$ cat src/owp_pkg.sv
// Package for the output-word formatter: register map, fields, patterns
package owp_pkg;
   localparam logic [9:0] CFG_ADDR = 10'h01C;
   localparam logic [7:0] CFG_RESET = 8'h00;
   localparam logic [7:0] CFG_WMASK = 8'h3F;
   localparam int SPAN_LSB = 4;
   localparam int PAREN_BIT = 3;
   localparam int PATN_LSB = 0;
   localparam logic [15:0] PATN_ZEROS = 16'h0000;
   localparam logic [15:0] PATN_ONES = 16'hFFFF;
   localparam logic [15:0] PATN_ALT1 = 16'h5555;
   localparam logic [15:0] PATN_ALT2 = 16'h3333;
   localparam logic [1:0] SPAN_4 = 2'h0;
   localparam logic [1:0] SPAN_8 = 2'h1;
   localparam logic [1:0] SPAN_12 = 2'h2;
   localparam logic [1:0] SPAN_16 = 2'h3;
   localparam logic [2:0] SEL_ZEROS = 3'h4;
   localparam logic [2:0] SEL_ONES = 3'h5;
   localparam logic [2:0] SEL_ALT1 = 3'h6;
   localparam logic [2:0] SEL_ALT2 = 3'h7;

   // Decoded configuration fields
   typedef struct packed {
      logic [1:0] partial_parity_span;
      logic parity_append_enable;
      logic [2:0] output_pattern_select;
   } owp_cfg_s;

   // Register write/read request from the serial front end
   typedef struct packed {
      logic wr;
      logic [9:0] addr;
      logic [7:0] wdata;
   } owp_req_s;

   // Whole state of the formatter
   typedef struct packed {
      logic [7:0] cfg;
      logic [19:0] word;
      logic word_valid;
   } owp_state_s;
endpackage : owp_pkg

$ cat src/owp_formatter.sv
// Output-word formatter: config register, test patterns and parity append
`timescale 1ns/1ps
module owp_formatter
(
   input wire logic clk_i,
   input wire logic sys_rst_i,
   input wire owp_pkg::owp_req_s req_i,
   input wire logic req_valid_i,
   output logic [7:0] rdata_o,
   output owp_pkg::owp_cfg_s cfg_o,
   input wire logic [15:0] conv_data_i,
   input wire logic conv_valid_i,
   output logic [19:0] word_o,
   output logic word_valid_o
);
   owp_pkg::owp_state_s state;
   owp_pkg::owp_state_s next_state;
   owp_pkg::owp_cfg_s cfg;
   logic [15:0] upper;
   logic full_par;
   logic part_par;
   logic hit;

   // Field view of the stored register
   assign cfg.partial_parity_span =
      state.cfg[owp_pkg::SPAN_LSB +: 2];
   assign cfg.parity_append_enable = state.cfg[owp_pkg::PAREN_BIT];
   assign cfg.output_pattern_select =
      state.cfg[owp_pkg::PATN_LSB +: 3];
   assign hit = req_i.addr == owp_pkg::CFG_ADDR;

   // Upper field source; low select bits ignored for live data
   always_comb
   begin
      case (cfg.output_pattern_select)
         owp_pkg::SEL_ZEROS: upper = owp_pkg::PATN_ZEROS;
         owp_pkg::SEL_ONES: upper = owp_pkg::PATN_ONES;
         owp_pkg::SEL_ALT1: upper = owp_pkg::PATN_ALT1;
         owp_pkg::SEL_ALT2: upper = owp_pkg::PATN_ALT2;
         default: upper = conv_data_i;
      endcase
   end

   owp_parity #(.WIDTH(16)) u_par
   (
      .bits_i(upper),
      .span_i(cfg.partial_parity_span),
      .full_o(full_par),
      .partial_o(part_par)
   );

   // Next state: register writes and word assembly
   always_comb
   begin
      next_state = state;
      next_state.word_valid = 1'b0;
      if (req_valid_i && req_i.wr && hit)
      begin
         // Reserved bits masked off so they can never be set
         next_state.cfg = req_i.wdata & owp_pkg::CFG_WMASK;
      end
      if (conv_valid_i)
      begin
         next_state.word[19:4] = upper;
         // A write in the same cycle only affects later conversions
         if (cfg.parity_append_enable)
         begin
            next_state.word[3] = full_par;
            next_state.word[2] = part_par;
         end
         else
         begin
            // Both parity slots held at zero so the host sees no stale bits
            next_state.word[3:2] = 2'h0;
         end
         next_state.word[1:0] = 2'h0;
         next_state.word_valid = 1'b1;
      end
   end

   always_ff @(posedge clk_i)
   begin
      if (sys_rst_i)
      begin
         state.cfg <= owp_pkg::CFG_RESET;
         state.word <= 20'h00000;
         state.word_valid <= 1'b0;
      end
      else
      begin
         state <= next_state;
      end
   end

   // Unmapped addresses read zero; register read is combinational
   assign rdata_o = hit ? state.cfg : 8'h00;
   assign cfg_o = cfg;
   assign word_o = state.word;
   assign word_valid_o = state.word_valid;

   // Word checks look one cycle after each conversion; the antecedent
   // samples the config in force at the conversion edge, which is the
   // one the word was built from even when a write lands in that cycle.

   // Reserved bits are masked on write, so they must never be stored
   chk_resv_zero: assert property (
      @(posedge clk_i) disable iff (sys_rst_i)
      state.cfg[7:6] == 2'h0)
      else $error("reserved config bits set");

   // A write to the mapped address lands at the next edge
   chk_cfg_write: assert property (
      @(posedge clk_i) disable iff (sys_rst_i)
      req_valid_i && req_i.wr && req_i.addr == 10'h01C
      |=> state.cfg[5:0] == $past(req_i.wdata[5:0]))
      else $error("config write lost");

   // Writes elsewhere and idle cycles leave the register alone
   chk_cfg_hold: assert property (
      @(posedge clk_i) disable iff (sys_rst_i)
      !(req_valid_i && req_i.wr && req_i.addr == 10'h01C)
      |=> $stable(state.cfg))
      else $error("config changed without a write");

   // Parity off: both parity slots carry zero
   chk_par_off: assert property (
      @(posedge clk_i) disable iff (sys_rst_i)
      conv_valid_i && !cfg.parity_append_enable
      |=> word_o[3:2] == 2'h0)
      else $error("parity bits not zero when disabled");

   // Full parity recomputed from the word as it leaves
   chk_full_par: assert property (
      @(posedge clk_i) disable iff (sys_rst_i)
      conv_valid_i && cfg.parity_append_enable
      |=> word_o[3] == ^word_o[19:4])
      else $error("full parity wrong");

   // Partial parity, one check per short span
   chk_part_four: assert property (
      @(posedge clk_i) disable iff (sys_rst_i)
      conv_valid_i && cfg.parity_append_enable
      && cfg.partial_parity_span == owp_pkg::SPAN_4
      |=> word_o[2] == ^word_o[19:16])
      else $error("partial parity over 4 bits wrong");
   chk_part_par: assert property (
      @(posedge clk_i) disable iff (sys_rst_i)
      conv_valid_i && cfg.parity_append_enable
      && cfg.partial_parity_span == owp_pkg::SPAN_8
      |=> word_o[2] == ^word_o[19:12])
      else $error("partial parity wrong");
   chk_part_twelve: assert property (
      @(posedge clk_i) disable iff (sys_rst_i)
      conv_valid_i && cfg.parity_append_enable
      && cfg.partial_parity_span == owp_pkg::SPAN_12
      |=> word_o[2] == ^word_o[19:8])
      else $error("partial parity over 12 bits wrong");

   // Widest span: partial parity equals the full parity
   chk_span_all: assert property (
      @(posedge clk_i) disable iff (sys_rst_i)
      conv_valid_i && cfg.partial_parity_span == owp_pkg::SPAN_16
      |=> word_o[2] == word_o[3])
      else $error("span 16 parity differs from full");

   // Live data passes untouched whatever the low select bits hold
   chk_live_data: assert property (
      @(posedge clk_i) disable iff (sys_rst_i)
      conv_valid_i && !cfg.output_pattern_select[2]
      |=> word_o[19:4] == $past(conv_data_i))
      else $error("conversion data not passed");

   // Fixed patterns replace the conversion data entirely
   chk_pat_zeros: assert property (
      @(posedge clk_i) disable iff (sys_rst_i)
      conv_valid_i && cfg.output_pattern_select == owp_pkg::SEL_ZEROS
      |=> word_o[19:4] == 16'h0000)
      else $error("all zeros pattern wrong");
   chk_pat_ones: assert property (
      @(posedge clk_i) disable iff (sys_rst_i)
      conv_valid_i && cfg.output_pattern_select == owp_pkg::SEL_ONES
      |=> word_o[19:4] == 16'hFFFF)
      else $error("all ones pattern wrong");
   chk_alt_pat: assert property (
      @(posedge clk_i) disable iff (sys_rst_i)
      conv_valid_i && cfg.output_pattern_select == owp_pkg::SEL_ALT1
      |=> word_o[19:4] == 16'h5555)
      else $error("alternating pattern wrong");
   chk_pair_pat: assert property (
      @(posedge clk_i) disable iff (sys_rst_i)
      conv_valid_i && cfg.output_pattern_select == owp_pkg::SEL_ALT2
      |=> word_o[19:4] == 16'h3333)
      else $error("bit-pair pattern wrong");

   // One word per conversion, one cycle later, for exactly one cycle
   chk_word_pulse: assert property (
      @(posedge clk_i) disable iff (sys_rst_i)
      conv_valid_i
      |=> word_valid_o)
      else $error("word missing after conversion");
   chk_no_word: assert property (
      @(posedge clk_i) disable iff (sys_rst_i)
      !conv_valid_i
      |=> !word_valid_o)
      else $error("word without conversion");

   // Between conversions the word stays put so a slow host can read it
   chk_word_hold: assert property (
      @(posedge clk_i) disable iff (sys_rst_i)
      !conv_valid_i
      |=> $stable(word_o))
      else $error("word changed without conversion");

   // Unused low bits always zero
   chk_low_zero: assert property (
      @(posedge clk_i) disable iff (sys_rst_i)
      word_valid_o |-> word_o[1:0] == 2'h0)
      else $error("low word bits not zero");
endmodule : owp_formatter

$ cat src/owp_parity.sv
// Even-parity generator over the top bits of the 16-bit upper field
`timescale 1ns/1ps
module owp_parity
#(
   parameter int WIDTH = 16
)
(
   input wire logic [WIDTH-1:0] bits_i,
   input wire logic [1:0] span_i,
   output logic full_o,
   output logic partial_o
);
   // Spans are nibble multiples, counted from the MSB
   always_comb
   begin
      full_o = ^bits_i;
      case (span_i)
         owp_pkg::SPAN_4: partial_o = ^bits_i[WIDTH-1 -: 4];
         owp_pkg::SPAN_8: partial_o = ^bits_i[WIDTH-1 -: 8];
         owp_pkg::SPAN_12: partial_o = ^bits_i[WIDTH-1 -: 12];
         default: partial_o = ^bits_i;
      endcase
   end
endmodule : owp_parity

$ cat config.mk
export PLATFORM = sky130hd
export DESIGN_NAME = owp_formatter
export DESIGN_NICKNAME = d
export VERILOG_FILES = /design/src/owp_pkg.sv /design/src/owp_formatter.sv /design/src/owp_parity.sv
export SDC_FILE = /design/constraint.sdc
export NUM_CORES = 1
export LEC_CHECK = 0
export BUFFER_PORTS_ARGS = -buffer_cell sky130_fd_sc_hd__buf_2
export CAP_MARGIN = 20
export CORE_MARGIN = 2
export CORE_UTILIZATION = 43
export DETAILED_ROUTE_END_ITERATION = 10
export PLACE_DENSITY = 0.86
export RECOVER_POWER = 100
export SLEW_MARGIN = 40
export SYNTH_ARGS = -nofsm -noshare
export SYNTH_HDL_FRONTEND = slang
export SYNTH_SLANG_ARGS = --single-unit
$ cat constraint.sdc
create_clock -name clk_i -period 3.6 [get_ports clk_i]
set_clock_uncertainty 0.15 [all_clocks]
set_input_delay 0.72 -clock clk_i [delete_from_list [all_inputs] [get_ports clk_i]]
set_output_delay 0.72 -clock clk_i [all_outputs]
set_load 0.02 [all_outputs]
==> impl_metrics.json <==
{
  "p_sw_uw": 152,
  "startpoint_type": "primary input",
  "grt_pass1_vias": 1047,
  "status": "complete, but fails checks",
  "overflow": 0,
  "synth_edf_count": 0,
  "ios": 74,
  "die_x_um": 58.6,
  "die_h_um": 58.6,
  "h-tree-depth": 1,
  "fillers": 285,
  "cts_setup_buffers": 0,
  "grt_start_max_net_pins": 33,
  "critical_path_class": "primary input to output port",
  "core_area_um2": 2810,
  "crit_path_end_kind": "output port",
  "fin_nets": 245,
  "hold_violations": 0,
  "drv_cap": 0,
  "syn_area_um2": 1280,
  "setup_viol": 0,
  "wire_per_inst_um": 12.4,
  "place_congestion": 0.781,
  "clk_pin_slew_ns": 0.13,
  "peakVddDrop_v": 0.000255,
  "synth_top_area_share_pct": 39.0,
  "dieArea_um2": 3440,
  "violations": "design-rule violations",
  "setup_tns_ns": 0,
  "arrival_ns": 1.78,
  "grt_use_total_pct": 17.7,
  "multiInputGateArea_um2": 718,
  "row_count": 19,
  "viasPerCell": 5.14,
  "finalCriticalPeriod_ns": 2.65,
  "clock_path_buffers": 2,
  "rsz0062_at_grt": "false",
  "synth_area_leader_cell": "dfxtp_1",
  "ant_nets": 0,
  "power.share.clock_pct": 22.8,
  "synth.area.top_cells": "dfxtp_1 (39%), xnor2_1 (6.8%), mux2i_1 (4.7%), o211ai_1 (4.7%), nor2_1 (4.4%)",
  "cts.sinks": 25,
  "ys_warn_count": 0,
  "avgSynthCellArea_um2": 8.91,
  "post_cts_resized": 0,
  "synth-async-reset-ratio_pct": 0,
  "drt_first_pass_iters": 7,
  "synth_cells": 144,
  "worst-slew-pin-transition_ns": 1.15,
  "max_freq_ghz": 0.377,
  "slew_violations": 0,
  "cts_tree": "done",
  "hold_class": "flop to flop",
  "dp_hpwl_um": 2220,
  "p_total_uw": 538,
  "io_buffers": 67,
  "post-place-cells": 232,
  "root_buffer": "clkbuf_4",
  "holdBufCountCts": 0,
  "antenna_cells": 0,
  "leakagePower_nw": 0.631,
  "antenna_found_initial": 0,
  "clk_latency_ns": 0.31,
  "ys_ff_latch": 25,
  "ys.flop_type": "dfxtp_1",
  "p_per_area_nw_per_um2": 338,
  "synth_common_cells": "dfxtp_1 (25), nor2_1 (15), nand2_1 (10), xnor2_1 (10)",
  "drt-total-wl_um": 2930,
  "drive_above_1_share_pct": 19.5,
  "drc": 5,
  "crit_path_max_fanout": 7,
  "syn2layout_area_growth_pct": 23.9,
  "ys_seq_area_share_pct": 39.0,
  "final_cells": 236,
  "synth_cell_types": 34,
  "seq_area_um2": 500,
  "grt_pass1_wl_um": 4750,
  "vias": 1213,
  "yosysMostFrequentCell": "dfxtp_1",
  "seq_power_share_pct": 54.6,
  "relSlewSlack_pct": 23.0,
  "cts_made_buffers": 3,
  "critical_path_required_ns": 2.73,
  "drt-initial-drc-count": 41,
  "start_util_pct": 45.8,
  "power_frac_comb_pct": 22.6,
  "final.period_utilization_pct": 73.7,
  "p_int_uw": 385,
  "power_switching_share_pct": 28.3
}
placed cells by master, fill, tap and decap left out, types with 2 or more instances in the layout:
| cell | count |
|---|---|
| clkbuf_1 | 33 |
| nand2_1 | 10 |
| nand2b_1 | 8 |
| dfxtp_1 | 25 |
| o211ai_1 | 8 |
| and2_1 | 6 |
| mux2i_1 | 6 |
| nand4_1 | 2 |
| inv_1 | 3 |
| clkbuf_4 | 3 |
| nor3b_1 | 2 |
| xor2_1 | 2 |
| xnor2_1 | 10 |
| nor2_1 | 15 |
| conb_1 | 4 |
| a21oi_1 | 8 |
| buf_2 | 35 |
| a211oi_1 | 5 |
| a311oi_1 | 4 |
path summary, 6_finish.rpt:
kind              start         end  slack (ns)  cells past startpoint
max            req_i[9]  rdata_o[2]        0.95                      5
min          word_o[10]  word_o[10]        0.33                      2
max reg2reg    cfg_o[2]   word_o[2]        1.60                      4
min reg2reg  word_o[10]  word_o[10]        0.33                      2
cells by family after synthesis:
logic type / after synthesis / share of synthesized area (%)
XOR/XNOR: 14 / 11.2
AO/OA/AOI/OAI: 30 / 17.1
buffers and inverters: 16 / 5.95
AND/OR/NAND/NOR: 52 / 21.8
other: 1 / 0.292
multiplexers: 6 / 4.68
flip-flops: 25 / 39.0
power by group through the flow:
stage / clock [mW] / sequential [mW] / combinational [mW]
finish: 0.122 / 0.294 / 0.121
global route: 0.139 / 0.295 / 0.132
detailed placement: 0 / 0.300 / 0.124
CTS: 0.128 / 0.294 / 0.125
global placement: 0 / 0.299 / 0.123
floorplan: 0 / 0.314 / 0.0703
metal layers:
layer	share of wire [%]	track usage [%]	routed length (um)	up-vias
met5	0	0	0	-
met4	0.51	3.90	15	0
met3	7.3	5.71	215	2
met2	47	27.9	1380	38
met1	45	24.0	1320	553
li1	-	-	-	620
critical path: stages:
cell	delay, ns
buf_2	0.10
nor4bb_1	0.26
and4b_1	0.32
and2_1	0.15
clkbuf_1	0.23
area by class of cell:
type	instances	area share (%)
clock buffers	4	1.65
inverters	3	0.708
multi-input cells	106	45.2
well taps	31	2.44
flip-flops and latches	25	31.5
repair buffers	67	18.6
stage by stage:
step / setup slack, ns / area (um^2) / utilization, % / hold slack (ns)
final: 0.946 / 1590 / 56.7 / 0.332
after global placement: 1.04 / 1600 / 57.2 / 0.307
after CTS: 1.01 / 1630 / 58.1 / 0.334
after floorplan: 1.26 / 1290 / - / 0.393
after detailed placement: 1.01 / 1600 / 57.2 / 0.308
after global routing: 0.791 / 1590 / 56.7 / 0.347
registers in the layout (all words and copies together) (netlist names):
register	count
word_valid_o	1
cfg_o	6
word_o	18
(Power assumes the default switching activity.)
